`src/fqrc_consts.svh`:
```
`ifndef FQRC_CONSTS_SVH
`define FQRC_CONSTS_SVH
// Register word addresses
`define FQRC_ADDR_CELL_MASK   8'h00
`define FQRC_ADDR_TEST_EN     8'h01
`define FQRC_ADDR_TEMP_LIMIT  8'h02
`define FQRC_ADDR_CTRL        8'h03
`define FQRC_ADDR_TEMP_FAULT  8'h04
`define FQRC_ADDR_IRQ_STATUS  8'h05
`define FQRC_ADDR_IRQ_MASK    8'h06
`define FQRC_ADDR_STATUS      8'h07
// Field positions
`define FQRC_CTRL_BIAS        0
`define FQRC_CTRL_SLEEP       1
`define FQRC_IRQ_TEMP         0
`define FQRC_IRQ_REF          1
`define FQRC_IRQ_CELL         2
`define FQRC_STAT_REF_ACTIVE  0
`define FQRC_STAT_SLEEPING    1
`define FQRC_STAT_REF_FAULT   2
// Reset values
`define FQRC_RST_CELL_MASK    14'h0000
`define FQRC_RST_TEST_EN      6'h00
`define FQRC_RST_TEMP_LIMIT   14'h0000
`define FQRC_RST_CTRL         2'h0
`define FQRC_RST_IRQ_MASK     3'h0
// Thresholds and timing
`define FQRC_OPEN_THRESH      14'h3E00
`define FQRC_CLK_KHZ          40000
`define FQRC_REF_DELAY_MS     20
`define FQRC_REF_DELAY_CYC    (`FQRC_REF_DELAY_MS * `FQRC_CLK_KHZ)
`define FQRC_HRST_HOLD_CYC    5'h10
`endif

```
`src/fqrc_pkg.sv`:
```
package fqrc_pkg;
   // Cell fault inputs from the measurement logic
   typedef struct packed {
      logic [13:0] openRaw;
      logic [13:0] uvRaw;
   } fqrc_cell_s;
   // One temperature conversion result
   typedef struct packed {
      logic        valid;
      logic [2:0]  idx;
      logic [13:0] code;
   } fqrc_temp_s;
   typedef enum logic [1:0] {
      REF_WAIT  = 2'b00,
      REF_CHECK = 2'b01
   } fqrc_ref_e;
endpackage : fqrc_pkg

```
`src/fqrc_top.sv`:
```
`include "fqrc_consts.svh"
// Function
// - A set mask bit hides open-wire and undervoltage faults; voltage still measured.
// - Mask is 14 bits; bit 0 is cell 1 through bit 13 cell 14.
// - Reference good check runs 20 ms after power-up, enable rise or wake.
// - Sleep turns off pass-transistor drive; sleep regulator supplies logic.
// - Enable pin low holds the device in reset; pin has a pull-up.
// - Hard reset command forces enable logic low, same as an external low.
// - Hard reset reinitialises all but the sleep regulators.
// - Hard and soft reset commands return registers to default values.
// - Temperature pull-ups connect only while the bias output is active.
// - Enabled input above 31/32 full scale is open; sets bit and summary.
// - Enabled input below programmed limit is flagged over-temperature.
// - Test enable set checks thresholds; clear leaves plain measurement.
module fqrc_top #(
   parameter logic [19:0] REF_DELAY_CYC = 20'(`FQRC_REF_DELAY_CYC)
) (
   // Clock and reset
   input  wire logic               sys_clk,
   input  wire logic               srst,
   // Register port
   input  wire logic [7:0]         regAddr,
   input  wire logic [15:0]        regWrData,
   input  wire logic               regWrEn,
   input  wire logic               regRdEn,
   output logic      [15:0]        regRdData,
   // Pins and analog status
   input  wire logic               enPin,
   input  wire logic               refGoodPin,
   // Link commands and power events
   input  wire logic               hardResetCmd,
   input  wire logic               softResetCmd,
   input  wire logic               wakeDone,
   // Measurement results
   input  wire fqrc_pkg::fqrc_cell_s cellIn,
   input  wire fqrc_pkg::fqrc_temp_s tempIn,
   // Fault outputs
   output logic      [13:0]        cellOpenFault,
   output logic      [13:0]        cellUvFault,
   output logic      [5:0]         overTempFault,
   output logic                    overTempSummaryFlag,
   output logic                    refFault,
   // Power and bias controls
   output logic                    passDriveOn,
   output logic                    sleepRegOn,
   output logic                    tempBiasSwitchOutput,
   output logic      [5:0]         tempPullUpOn,
   output logic                    enLogicLow,
   output logic                    intReq
);

   ////////////////////////////////////////////////////////////////////////////
   // Pin synchronisers and reset generation
   logic       enMeta_ff, enSync_ff, refMeta_ff, refSync_ff;
   logic       nxt_enMeta, nxt_enSync, nxt_refMeta, nxt_refSync;
   logic [4:0] hrstCnt_ff, nxt_hrstCnt;
   logic       enLow_ff, nxt_enLow;
   logic       sleepReg_ff, nxt_sleepReg;
   logic       intRst;
   logic       regRst;

   always_comb begin
      nxt_enMeta  = enPin;
      nxt_enSync  = enMeta_ff;
      nxt_refMeta = refGoodPin;
      nxt_refSync = refMeta_ff;
      nxt_hrstCnt = hrstCnt_ff;
      if (hardResetCmd) begin
         nxt_hrstCnt = `FQRC_HRST_HOLD_CYC;
      end else if (hrstCnt_ff != 5'h00) begin
         nxt_hrstCnt = hrstCnt_ff - 5'h01;
      end
      // Enable logic low from the pin or the command alike
      nxt_enLow    = ~enSync_ff | (nxt_hrstCnt != 5'h00);
      nxt_sleepReg = 1'b1;
   end

   always_ff @(posedge sys_clk) begin
      if (srst) begin
         enMeta_ff   <= 1'b1;
         enSync_ff   <= 1'b1;
         refMeta_ff  <= 1'b0;
         refSync_ff  <= 1'b0;
         hrstCnt_ff  <= 5'h00;
         enLow_ff    <= 1'b0;
         sleepReg_ff <= 1'b0;
      end else begin
         enMeta_ff   <= nxt_enMeta;
         enSync_ff   <= nxt_enSync;
         refMeta_ff  <= nxt_refMeta;
         refSync_ff  <= nxt_refSync;
         hrstCnt_ff  <= nxt_hrstCnt;
         enLow_ff    <= nxt_enLow;
         sleepReg_ff <= nxt_sleepReg;
      end
   end

   // Sleep regulator flop is outside intRst so it survives a hard reset
   assign intRst = srst | enLow_ff;
   assign regRst = intRst | softResetCmd;

   ////////////////////////////////////////////////////////////////////////////
   // Software registers
   logic [13:0] cellMask_ff, nxt_cellMask;
   logic [5:0]  testEn_ff, nxt_testEn;
   logic [13:0] tempLimit_ff, nxt_tempLimit;
   logic [1:0]  ctrl_ff, nxt_ctrl;
   logic [2:0]  irqMask_ff, nxt_irqMask;
   logic        wrMask, wrTestEn, wrLimit, wrCtrl, wrFault, wrIrq, wrIrqMask;

   assign wrMask    = regWrEn & (regAddr == `FQRC_ADDR_CELL_MASK);
   assign wrTestEn  = regWrEn & (regAddr == `FQRC_ADDR_TEST_EN);
   assign wrLimit   = regWrEn & (regAddr == `FQRC_ADDR_TEMP_LIMIT);
   assign wrCtrl    = regWrEn & (regAddr == `FQRC_ADDR_CTRL);
   assign wrFault   = regWrEn & (regAddr == `FQRC_ADDR_TEMP_FAULT);
   assign wrIrq     = regWrEn & (regAddr == `FQRC_ADDR_IRQ_STATUS);
   assign wrIrqMask = regWrEn & (regAddr == `FQRC_ADDR_IRQ_MASK);

   always_comb begin
      nxt_cellMask  = wrMask    ? regWrData[13:0] : cellMask_ff;
      nxt_testEn    = wrTestEn  ? regWrData[5:0]  : testEn_ff;
      nxt_tempLimit = wrLimit   ? regWrData[13:0] : tempLimit_ff;
      nxt_irqMask   = wrIrqMask ? regWrData[2:0]  : irqMask_ff;
      nxt_ctrl      = wrCtrl    ? regWrData[1:0]  : ctrl_ff;
      // Wake completion leaves sleep
      if (wakeDone) begin
         nxt_ctrl[`FQRC_CTRL_SLEEP] = 1'b0;
      end
   end

   always_ff @(posedge sys_clk) begin
      if (regRst) begin
         cellMask_ff  <= `FQRC_RST_CELL_MASK;
         testEn_ff    <= `FQRC_RST_TEST_EN;
         tempLimit_ff <= `FQRC_RST_TEMP_LIMIT;
         ctrl_ff      <= `FQRC_RST_CTRL;
         irqMask_ff   <= `FQRC_RST_IRQ_MASK;
      end else begin
         cellMask_ff  <= nxt_cellMask;
         testEn_ff    <= nxt_testEn;
         tempLimit_ff <= nxt_tempLimit;
         ctrl_ff      <= nxt_ctrl;
         irqMask_ff   <= nxt_irqMask;
      end
   end

   ////////////////////////////////////////////////////////////////////////////
   // Cell and temperature fault qualification
   logic [13:0] cellOpen_ff, nxt_cellOpen, cellUv_ff, nxt_cellUv;
   logic [5:0]  tempFault_ff, nxt_tempFault, tempSet;
   logic        faultSum_ff, nxt_faultSum;

   genvar gi;
   generate
      for (gi = 0; gi < 6; gi++) begin : g_temp
         logic hit;
         assign hit = tempIn.valid & (tempIn.idx == 3'(gi)) & testEn_ff[gi];
         // Open above 31/32 full scale, overheat below the limit
         assign tempSet[gi] = hit & ((tempIn.code > `FQRC_OPEN_THRESH) |
                                     (tempIn.code < tempLimit_ff));
      end
   endgenerate

   always_comb begin
      // Only reporting is gated; the measured voltage path is untouched
      nxt_cellOpen = cellIn.openRaw & ~cellMask_ff;
      nxt_cellUv   = cellIn.uvRaw & ~cellMask_ff;
      // Set wins over a same-cycle write-one clear
      nxt_tempFault = (tempFault_ff & ~(wrFault ? regWrData[5:0] : 6'h00)) | tempSet;
      nxt_faultSum  = |nxt_tempFault;
   end

   always_ff @(posedge sys_clk) begin
      if (regRst) begin
         cellOpen_ff  <= 14'h0000;
         cellUv_ff    <= 14'h0000;
         tempFault_ff <= 6'h00;
         faultSum_ff  <= 1'b0;
      end else begin
         cellOpen_ff  <= nxt_cellOpen;
         cellUv_ff    <= nxt_cellUv;
         tempFault_ff <= nxt_tempFault;
         faultSum_ff  <= nxt_faultSum;
      end
   end

   ////////////////////////////////////////////////////////////////////////////
   // Reference power-good check
   fqrc_pkg::fqrc_ref_e refState_ff, nxt_refState;
   logic [19:0] refCnt_ff, nxt_refCnt;
   logic        refFault_ff, nxt_refFault;
   logic        refFail;

   assign refFail = (refState_ff == fqrc_pkg::REF_CHECK) & ~refSync_ff;

   always_comb begin
      nxt_refState = refState_ff;
      nxt_refCnt   = refCnt_ff;
      nxt_refFault = refFault_ff | refFail;
      unique case (refState_ff)
         fqrc_pkg::REF_WAIT: begin
            if (refCnt_ff >= REF_DELAY_CYC - 20'h00001) begin
               nxt_refState = fqrc_pkg::REF_CHECK;
            end else begin
               nxt_refCnt = refCnt_ff + 20'h00001;
            end
         end
         fqrc_pkg::REF_CHECK: begin
            nxt_refState = fqrc_pkg::REF_CHECK;
         end
      endcase
      // Wake restarts the settling delay; reset release does the same
      if (wakeDone) begin
         nxt_refState = fqrc_pkg::REF_WAIT;
         nxt_refCnt   = 20'h00000;
      end
   end

   always_ff @(posedge sys_clk) begin
      if (intRst) begin
         refState_ff <= fqrc_pkg::REF_WAIT;
         refCnt_ff   <= 20'h00000;
         refFault_ff <= 1'b0;
      end else begin
         refState_ff <= nxt_refState;
         refCnt_ff   <= nxt_refCnt;
         refFault_ff <= nxt_refFault;
      end
   end

   ////////////////////////////////////////////////////////////////////////////
   // Interrupts and read port
   logic [2:0]  irqStat_ff, nxt_irqStat, irqEvt;
   logic        intReq_ff, nxt_intReq;
   logic [15:0] rdData_ff, nxt_rdData;
   logic        passDrive_ff, nxt_passDrive;
   logic        bias_ff, nxt_bias;

   always_comb begin
      irqEvt = 3'h0;
      irqEvt[`FQRC_IRQ_TEMP] = |tempSet;
      irqEvt[`FQRC_IRQ_REF]  = refFail;
      irqEvt[`FQRC_IRQ_CELL] = |(nxt_cellOpen | nxt_cellUv);
      nxt_irqStat = (irqStat_ff & ~(wrIrq ? regWrData[2:0] : 3'h0)) | irqEvt;
      nxt_intReq  = |(nxt_irqStat & irqMask_ff);
      nxt_passDrive = ~ctrl_ff[`FQRC_CTRL_SLEEP];
      nxt_bias      = ctrl_ff[`FQRC_CTRL_BIAS];
      nxt_rdData = 16'h0000;
      if (regRdEn) begin
         unique case (regAddr)
            `FQRC_ADDR_CELL_MASK:  nxt_rdData = {2'h0, cellMask_ff};
            `FQRC_ADDR_TEST_EN:    nxt_rdData = {10'h000, testEn_ff};
            `FQRC_ADDR_TEMP_LIMIT: nxt_rdData = {2'h0, tempLimit_ff};
            `FQRC_ADDR_CTRL:       nxt_rdData = {14'h0000, ctrl_ff};
            `FQRC_ADDR_TEMP_FAULT: nxt_rdData = {10'h000, tempFault_ff};
            `FQRC_ADDR_IRQ_STATUS: nxt_rdData = {13'h0000, irqStat_ff};
            `FQRC_ADDR_IRQ_MASK:   nxt_rdData = {13'h0000, irqMask_ff};
            `FQRC_ADDR_STATUS: begin
               nxt_rdData[`FQRC_STAT_REF_ACTIVE] = refState_ff == fqrc_pkg::REF_CHECK;
               nxt_rdData[`FQRC_STAT_SLEEPING]   = ctrl_ff[`FQRC_CTRL_SLEEP];
               nxt_rdData[`FQRC_STAT_REF_FAULT]  = refFault_ff;
            end
            default:               nxt_rdData = 16'h0000;
         endcase
      end
   end

   always_ff @(posedge sys_clk) begin
      if (regRst) begin
         irqStat_ff   <= 3'h0;
         intReq_ff    <= 1'b0;
         rdData_ff    <= 16'h0000;
         passDrive_ff <= 1'b1;
         bias_ff      <= 1'b0;
      end else begin
         irqStat_ff   <= nxt_irqStat;
         intReq_ff    <= nxt_intReq;
         rdData_ff    <= nxt_rdData;
         passDrive_ff <= nxt_passDrive;
         bias_ff      <= nxt_bias;
      end
   end

   ////////////////////////////////////////////////////////////////////////////
   // Outputs
   assign regRdData            = rdData_ff;
   assign cellOpenFault        = cellOpen_ff;
   assign cellUvFault          = cellUv_ff;
   assign overTempFault        = tempFault_ff;
   assign overTempSummaryFlag  = faultSum_ff;
   assign refFault             = refFault_ff;
   assign passDriveOn          = passDrive_ff;
   assign sleepRegOn           = sleepReg_ff;
   assign tempBiasSwitchOutput = bias_ff;
   assign tempPullUpOn         = {6{bias_ff}};
   assign enLogicLow           = enLow_ff;
   assign intReq               = intReq_ff;

endmodule : fqrc_top

```
`config.mk`:
```
export PLATFORM = sky130hd
export DESIGN_NAME = fqrc_top
export DESIGN_NICKNAME = d
export VERILOG_FILES = /design/src/fqrc_pkg.sv /design/src/fqrc_top.sv
export VERILOG_INCLUDE_DIRS = /design/src
export SDC_FILE = /design/constraint.sdc
export NUM_CORES = 1
export LEC_CHECK = 0
export BUFFER_PORTS_ARGS = -buffer_cell sky130_fd_sc_hd__buf_2
export CORE_UTILIZATION = 41
export CTS_CLUSTER_DIAMETER = 60
export DETAILED_ROUTE_END_ITERATION = 10
export PLACE_DENSITY = 0.66
export SLEW_MARGIN = 20
export SYNTH_ARGS = -nofsm -noshare
export SYNTH_HDL_FRONTEND = slang
export SYNTH_SLANG_ARGS = --single-unit
```
`constraint.sdc`:
```
create_clock -name sys_clk -period 2.45 [get_ports sys_clk]
set_input_delay 0.3675 -clock sys_clk [delete_from_list [all_inputs] [get_ports sys_clk]]
set_output_delay 0.3675 -clock sys_clk [all_outputs]
set_load 0.005 [all_outputs]
```
======== Yosys cells after proc, flatten, opt, wreduce, memory -nomap -nowiden ========
Index checks and enable logic that the tools add are counted.
storage, ports and cells
  register bits after elaboration ......... 130
  logic and storage cells ................. 113
  output and inout bits ................... 63
  bits of input ports ..................... 79
operators by class
  add/sub/neg operators ................... 2
  reduce and logical (&&, ||, !) cells .... 13
  equality and inequality tests ........... 14
  magnitude comparators ................... 3
  multiplexer cells ....................... 9
  bitwise operators ....................... 47
operator list
  operator                 count
  $pmux W11 S4             1
  $eq A8 B3 Y1 const B     4
  $and A14 B14 Y14         2
  $and A1 B1 Y1            26
  $pmux W3 S8              1
  $add A20 B1 Y20 const B  1
  $ge A20 B20 Y1 const B   1
  $eq A8 B2 Y1 const B     2
  $gt A14 B14 Y1 const B   1
  $lt A14 B14 Y1           1
  $not A14 Y14             1
  $or A14 B14 Y14          1
  $reduce_or A14 Y1        1
  $reduce_or A6 Y1         2
  $mux W5                  2
  $reduce_bool A5 Y1       2
  $eq A8 B1 Y1 const B     1
  $logic_not A8 Y1         1
  $and A3 B3 Y3            2
  $and A6 B6 Y6            1
  $eq A3 B2 Y1 const B     2
  $eq A3 B3 Y1 const B     2
  $mux W6                  1
  $not A6 Y6               1
  18 further kinds         28

======== Longest topological paths before layout ========
Gate-level depths: netlist of the first run.
  depth after elaboration ................. 8
  depth in mapped cells ................... 8
  gate-level depth less buffers ........... 8

======== Worst setup path after synthesis of the first run ========
Ideal clock, no wire load.
  kind .................................... input -> register
  start ................................... input regWrEn
  end ..................................... register intReq_ff, in the netlist intReq
  path buffers ............................ 1
  arrival ................................. 2060 ps
  library setup time ...................... 126 ps
  data required time ...................... 2324 ps
  path slack .............................. 265 ps
  cell stages on the path ................. 7
  path through ............................ buf_4 or4b_4 or4b_4 o31ai_2 nand3_1 a32oi_1 nand3_1
between the ends
  cells in the longest elaborated chain, start to end .. 7
RTL lines
  what                    RTL line         source
  start: declaration      fqrc_top.sv:24   input wire logic regWrEn,
  $and A1 B1 Y1           fqrc_top.sv:116  assign wrIrq = regWrEn & (regAddr == `FQRC_ADDR_IRQ_STATUS);
  $mux W3                 fqrc_top.sv:244  nxt_irqStat = (irqStat_ff & ~(wrIrq ? regWrData[2:0] : 3'h0)) | irqEvt;
  $not A3 Y3              fqrc_top.sv:244
  $and A3 B3 Y3           fqrc_top.sv:244
  $or A3 B3 Y3            fqrc_top.sv:244
  $and A3 B3 Y3           fqrc_top.sv:245  nxt_intReq = |(nxt_irqStat & irqMask_ff);
  $reduce_or A3 Y1        fqrc_top.sv:245
  end signal: assignment  fqrc_top.sv:277  intReq_ff <= nxt_intReq;
  end: declaration        fqrc_top.sv:234  logic intReq_ff, nxt_intReq;
No other way between the ends.
A chain may end at the register's enable or synchronous reset.

======== Final worst setup path of the first run ========
  start ................................... register tempLimit_ff[13]
  end ..................................... register tempFault_ff[4], in the netlist overTempFault[4]
between the ends
  cells in the longest elaborated chain, start to end .. 4
RTL lines
  what                      RTL line         source
  start: declaration        fqrc_top.sv:106  logic [13:0] tempLimit_ff, nxt_tempLimit;
  start signal: assignment  fqrc_top.sv:135  tempLimit_ff <= `FQRC_RST_TEMP_LIMIT;
  start signal: assignment  fqrc_top.sv:141  tempLimit_ff <= nxt_tempLimit;
  $lt A14 B14 Y1            fqrc_top.sv:160  (tempIn.code < tempLimit_ff));
  $or A1 B1 Y1              fqrc_top.sv:159  assign tempSet[gi] = hit & ((tempIn.code > `FQRC_OPEN_THRESH) |
  $and A1 B1 Y1             fqrc_top.sv:159
  $or A6 B6 Y6              fqrc_top.sv:169  nxt_tempFault = (tempFault_ff & ~(wrFault ? regWrData[5:0] : 6'h00)) | tempSet;
  end signal: assignment    fqrc_top.sv:182  tempFault_ff <= nxt_tempFault;
  end: declaration          fqrc_top.sv:150  logic [5:0] tempFault_ff, nxt_tempFault, tempSet;
No other way between the ends.

==> results of run 1 <==
cell usage in the layout, fill, tap and decap left out, drive strengths merged, types with 12 or more instances in the layout:
master and count:
nand3 28, clkbuf 25, inv 20, ha 15, nor2 87, nand2 69
nor3 27, mux2i 12, a21oi 43, nand2b 31, nand4 15, xnor2 18
buf 154, dfxtp 127
worst reg2reg max path, stage by stage (launching register included):
cell,delay (ps)
sky130_fd_sc_hd__dfxtp_1,390
sky130_fd_sc_hd__inv_1,70
sky130_fd_sc_hd__ha_1,310
sky130_fd_sc_hd__nand4_1,170
sky130_fd_sc_hd__o221ai_1,280
sky130_fd_sc_hd__a211oi_1,80
sky130_fd_sc_hd__buf_4,160
sky130_fd_sc_hd__o21ai_1,420
sky130_fd_sc_hd__o21ai_0,180
cells in the mapped netlist, drive strengths merged (2+ instances only):
cell type  number
dfxtp         127
nor2           87
nand2          69
a21oi          43
nand2b         31
clkbuf         28
nand3          28
nor3           27
inv            20
xnor2          18
ha             15
nand4          15
mux2i          12
a22oi          11
buf            11
nor4           10
o21ai          10
nor2b           9
a21boi          5
nor3b           5
a222oi          4
a22o            4
mux2            4
o31ai           4
or3             4
a31oi           3
and3            3
mux4            3
nand3b          3
or2             3
a2111oi         2
and2            2
o221ai          2
or4b            2
stage by stage:
| step | total power, W | cells | setup slack [ps] |
|---|---|---|---|
| after detailed placement | 0.00251 | 932 | 20.2 |
| after global routing | 0.00497 | 964 | 106 |
| after floorplan | 0.00235 | 641 | 265 |
| after CTS | 0.00485 | 963 | 301 |
| final | 0.00481 | 964 | 266 |
| after global placement | 0.00250 | 932 | 68.7 |
flip-flops by register name, summed over array words and instances, names as in the netlist, 2 cells and up:
| register | flops |
|---|---|
| cellMask_ff | 14 |
| cellOpenFault | 14 |
| cellUvFault | 14 |
| ctrl_ff | 2 |
| hrstCnt_ff | 5 |
| irqMask_ff | 3 |
| irqStat_ff | 3 |
| overTempFault | 6 |
| refCnt_ff | 20 |
| regRdData | 14 |
| tempLimit_ff | 14 |
| testEn_ff | 6 |
path summary, 6_finish.rpt:
| path | start | end | depth (start not counted) |
|---|---|---|---|
| worst min register to register | ctrl_ff[1] | passDriveOn | 1 |
| worst max-delay path | tempLimit_ff[13] | overTempFault[4] | 8 |
| worst max register to register | tempLimit_ff[13] | overTempFault[4] | 8 |
| worst min-delay path | wakeDone | ctrl_ff[1] | 2 |
logic make-up (layout without fill, tap and decap cells):
group                      Yosys count  count (layout)  share of synthesized area
and+or+nand+nor                    303             303                      0.273
DFF                                127             127                      0.460
AOI/OAI and AO/OA                   97              97                      0.113
buffers and inverters               59             205                     0.0465
xor gates and xnor gates            19              19                     0.0301
muxes                               19              19                     0.0421
adders and majority gates           15              15                     0.0340
other                                1               3                   0.000679
power breakdown:
group	total (W)	internal [W]	switching [W]
clock network	0.00233	0.00149	0.000846
logic	0.000349	0.000147	0.000202
registers	0.00212	0.00210	0.0000194
total	0.00481	0.00374	0.00107
area by class of cell:
cell class                      count  share of cell area
Timing Repair Buffer              154               0.119
Inverter                           20              0.0108
Tap cell                          176              0.0317
Sequential cell                   127               0.366
Multi-Input combinational cell    455               0.393
Clock inverter                      6             0.00829
Clock buffer                       25              0.0713
Antenna cell                        1            0.000360
metal layers:
metal	vias up	wire length [µm]	part of all wire
li1	2487	-	-
met2	230	7030	0.46
met4	0	293	0.019
met5	-	0	0
met3	18	1280	0.085
met1	2339	6550	0.43
==> impl_summary.txt, run 1 <==
----------------------------------------------------
[Route]
  Via count ... 5074
  Detailed Routing Iterations Pass 1 ... 5
  Wire length per cell ... 15.7 µm
  Routed wire length ... 15200 µm
  Post-detailed-route DRC marker count ... 0
  Via density ... 5.26
  Antenna Nets Post-Route ... 0
  Starting DRC count in detailed routing ... 305

[Clock tree]
  Buffers from clock root to sink, at most ... 2
  Post-cts resize count ... 0
  CTS tree ... yes
  Number of clock sinks ... 127
  Clock slew at the register clock pins of the worst setup and hold paths ... 50 ps
  Post-cts hold buffer count ... 0
  # H-tree levels ... 4
  Worst skew pair latency ... 410 ps
  Clock tree root driver cell ... sky130_fd_sc_hd__clkbuf_16
  Number of CTS-inserted buffers ... 17
  Post CTS Setup Buffer Count ... 0

[Timing]
  Max Fclk ... 0.458 GHz
  Worst-margin pin slew ... 883 ps
  Fin Hold WS ... 136 ps
  Worst slew slack as a fraction of its limit ... 0.410
  Unrepaired setup endpoints after global routing ... no
  # setup viols final ... 0
  Final Slew Violations ... 0
  Time the worst path needs with I/O delays and setup ... 2180 ps
  Worst Skew ... 5.00 ps
  Fin Setup TNS ... 0 ps
  Final clock period utilization by the worst path ... 0.891
  Final Hold Vio Count ... 0

[Synth]
  Fraction of post-synthesis cell area in the top cell type by area ... 0.460
  Yosys reg bits ... 127
  Mean instance size in the synthesized netlist ... 8.63 µm²
  Count of cell types in the netlist ... 58
  Biggest area consumer among synthesized cells ... sky130_fd_sc_hd__dfxtp_1
  Yosys warning total ... 0
  Post-synthesis sequential area ratio ... 0.460
  Ys async rst share ... 0
  Gate Count Post-Synth ... 640
  Cell area after technology mapping ... 5520 µm²
  Most common flop cell mapped by yosys ... sky130_fd_sc_hd__dfxtp_1
  Dominant cells by area after synthesis ... sky130_fd_sc_hd__dfxtp_1, sky130_fd_sc_hd__nor2_1, sky130_fd_sc_hd__nand2_1, sky130_fd_sc_hd__a21oi_1, sky130_fd_sc_hd__nand2b_1
  Number of enable-type register cells in the synthesized netlist ... 0

[Place]
  Hpwl dp ... 11500 µm
  Port buffer count ... 137
  Placement-stage cell area ... 6390 µm²
  GPL Wtd Cong ... 0.883

[GRT]
  Met1 Use GR ... 0.273
  Number of antenna violations at the first check in global routing ... 1
  Largest net degree at the start of global routing ... 38
  Grt met2 use ... 0.356
  GRT overflow ... 0
  Most used routing layer in global routing ... met2
  Global-route track usage on met3 ... 0.0707
  Overall Global Routing Usage ... 0.222
  Vias in the first global route ... 4801
  Global-route wire length before repair ... 24200 µm

[Setup path]
  Element type at the critical path end ... flop
  Worst R2R Setup Slack ... 270 ps
  Largest driver fanout on the critical path ... 8
  Cell family with the largest share of critical-path delay ... compound AO/OA/AOI/OAI gates
  Required time of the critical path ... 2720 ps
  Number of buffer and inverter instances along the worst setup path ... 2
  List of cells traversed by the critical path ... inv_1, ha_1, nand4_1, o221ai_1, a211oi_1, buf_4, o21ai_1, o21ai_0
  Highest-delay cell along the critical path ... sky130_fd_sc_hd__o21ai_1
  CP Data Arrival Time ... 2460 ps
  Launching element type of the critical path ... flop
  Highest cell delay on the worst timing path ... 420 ps
  Worst setup path class ... reg -> reg

[Power]
  Maximum vdd ir drop ... 425 µV
  Pwr per Cell Area ... 692 nW/µm²
  Leakage ... 2.72 nW

[Outcome]
  Status ... complete, no violations

[Cells and area]
  Layout cells sized above 1 ... 0.250
  Final non-filler cell area ... 6950 µm²
  Finished Core Util ... 0.527
  Total area of sequential cells ... 2540 µm²
  Area of combinational cells with multiple inputs ... 2730 µm²
  Number of nets in the layout ... 869
  Layout-stage area growth over the synthesis result ... 25.8%
  Number of filler cells placed in the layout ... 1241

[Floorplanning]
  Core Region ... 13200 µm²
  Die width ... 118 µm
  Die H ... 118 µm
  Die footprint ... 13900 µm²
  Count of standard-cell rows ... 42
  I/O pin count ... 142
  Starting utilization of the core area ... 0.419

[Min path]
  Class of the most critical hold timing path ... in -> reg

[Flow run]
  Total of max-cap violations ... 0

----------------------------------------------------
Power figures use the tool's default switching activity.
==> run 2: changes to the inputs <==
--- a/config.mk
+++ b/config.mk
@@ -6,12 +6,15 @@
 export SDC_FILE = /design/constraint.sdc
 export NUM_CORES = 1
 export LEC_CHECK = 0
+export ABC_CLOCK_PERIOD_IN_PS = 2450
 export BUFFER_PORTS_ARGS = -buffer_cell sky130_fd_sc_hd__buf_2
 export CORE_UTILIZATION = 41
 export CTS_CLUSTER_DIAMETER = 60
 export DETAILED_ROUTE_END_ITERATION = 10
 export PLACE_DENSITY = 0.66
+export REMOVE_ABC_BUFFERS = 1
 export SLEW_MARGIN = 20
 export SYNTH_ARGS = -nofsm -noshare
 export SYNTH_HDL_FRONTEND = slang
 export SYNTH_SLANG_ARGS = --single-unit
+export TNS_END_PERCENT = 100
==> run 2 against run 1 <==
  * Maximum frequency is 1.6% higher
  * Sequential power about the same
  * First-iteration DRC count decreased by 2.0%
  * Clock skew grew 4.0 ps
  * Non-clock buffer count down 1
  * Critical endpoint is now overTempFault[5]
  * Combinational power is 1% lower
  * Sequential share of layout area shrank 0.26 points
  * Core utilization increased by 0.37 points
==> impl_summary.txt, run 2 (synthesized netlist as in run 1, its figures left out) <==
----------------------------------------------------
[Outcome]
  Status ... complete, no violations

[Clock tree]
  CTS tree ... yes
  Clock slew at the register clock pins of the worst setup and hold paths ... 60 ps
  Buffers from clock root to sink, at most ... 2
  Worst skew pair latency ... 420 ps
  Post-cts hold buffer count ... 0
  Number of CTS-inserted buffers ... 17
  # H-tree levels ... 4
  Clock tree root driver cell ... sky130_fd_sc_hd__clkbuf_16
  Number of clock sinks ... 127

[GRT]
  Global-route wire length before repair ... 24100 µm
  Largest net degree at the start of global routing ... 71
  GRT overflow ... 0
  Overall Global Routing Usage ... 0.223
  Number of antenna violations at the first check in global routing ... 0
  Vias in the first global route ... 4717

[Timing]
  Time the worst path needs with I/O delays and setup ... 2150 ps
  # setup viols final ... 0
  Max Fclk ... 0.465 GHz
  Final Hold Vio Count ... 0
  Fin Setup TNS ... 0 ps
  Final clock period utilization by the worst path ... 0.877
  Worst Skew ... 8.99 ps
  Final Slew Violations ... 0
  Unrepaired setup endpoints after global routing ... no
  Worst slew slack as a fraction of its limit ... 0.355
  Worst-margin pin slew ... 966 ps
  Fin Hold WS ... 131 ps

[Cells and area]
  Highest-count cells in the layout ignoring fill and taps ... sky130_fd_sc_hd__buf_2, sky130_fd_sc_hd__dfxtp_1, sky130_fd_sc_hd__nor2_1, sky130_fd_sc_hd__nand2_1, sky130_fd_sc_hd__a21oi_1
  Most frequent standard cell in the layout excluding fill and tap cells ... sky130_fd_sc_hd__buf_2
  Layout cells sized above 1 ... 0.254
  Number of flip-flops in the largest register ... 20
  Inserted Diodes ... 0
  Finished Core Util ... 0.530
  Register with the highest flop count ... refCnt_ff
  Area of combinational cells with multiple inputs ... 2730 µm²
  Number of filler cells placed in the layout ... 1197
  Total area of sequential cells ... 2540 µm²
  Number of nets in the layout ... 868
  Layout-stage area growth over the synthesis result ... 26.7%

[Setup path]
  Required time of the critical path ... 2720 ps
  Number of buffer and inverter instances along the worst setup path ... 1
  Highest cell delay on the worst timing path ... 470 ps
  Highest-delay cell along the critical path ... sky130_fd_sc_hd__o21ai_1
  List of cells traversed by the critical path ... inv_1, ha_1, nand4_1, nor3_1, a211oi_2, o21ai_1, o21ai_0
  Start of the worst register-to-register path ... tempLimit_ff[12]
  Largest driver fanout on the critical path ... 8
  Cell family with the largest share of critical-path delay ... compound AO/OA/AOI/OAI gates
  Launching element type of the critical path ... flop
  Worst setup path class ... reg -> reg
  Beginning of the critical path ... tempLimit_ff[12]
  Element type at the critical path end ... flop
  CP Data Arrival Time ... 2420 ps

[Floorplanning]
  Starting utilization of the core area ... 0.419
  Core Region ... 13200 µm²
  Count of standard-cell rows ... 42
  Die footprint ... 13900 µm²
  Die width ... 118 µm
  Die H ... 118 µm
  I/O pin count ... 142

[Place]
  Port buffer count ... 137
  GPL Wtd Cong ... 0.879
  Hpwl dp ... 11000 µm

[Power]
  Leakage ... 2.74 nW
  Pwr per Cell Area ... 730 nW/µm²
  Maximum vdd ir drop ... 667 µV

[Min path]
  Min-Delay Startpoint ... enPin
  Class of the most critical hold timing path ... in -> reg

[Route]
  Starting DRC count in detailed routing ... 299
  Post-detailed-route DRC marker count ... 0
  Via density ... 5.29
  Wire length per cell ... 15.6 µm
  Antenna Nets Post-Route ... 0
  Detailed Routing Iterations Pass 1 ... 5
  Via count ... 5079
  Routed wire length ... 14900 µm

[Flow run]
  Total of max-cap violations ... 0

----------------------------------------------------
==> run 2: metal layers <==
layer  part of all wire  global-route usage  wire length (µm)
met2               0.47               0.357              7050
met4              0.026               0.102               392
met3              0.061              0.0514               914
met1               0.44               0.283              6600
met5                  0                   0                 0
==> run 2: area by class of cell <==
cell class / instances / share of cell area
repair buffers: 153 / 0.115
clock buffers: 20 / 0.0653
clock inverters: 10 / 0.0233
inverters: 20 / 0.0107
well taps: 176 / 0.0315
multi-input cells: 455 / 0.391
flip-flops and latches: 127 / 0.363
==> run 2: power breakdown <==
group,switching [W],internal (W)
sequential,0.0000205,0.00210
clock,0.000899,0.00174
combinational,0.000202,0.000142
total,0.00112,0.00399
==> run 2: final timing paths <==
check | to | slack, ps | cells after the start
worst max-delay path | overTempFault[5] | 300 | 7
worst min-delay path | enMeta_ff | 130 | 2
worst max register to register | overTempFault[5] | 300 | 7
worst min register to register | enSync_ff | 410 | 1
==> run 2: per-stage QoR <==
step,instances,total power (W),instance area (µm²),setup slack [ps]
floorplan,602,0.00233,5340,-204
global placement,931,0.00249,6370,70.5
detailed placement,931,0.00251,6370,23.6
CTS,961,0.00513,6990,231
global route,961,0.00527,7000,50.8
finish,961,0.00511,7000,300
==> run 2: repair_timing <==
action,in CTS,in global routing
hold endpoints to repair,0,0
setup buffers,0,0
gates resized for setup,0,1
endpoints found under the setup margin,0,1
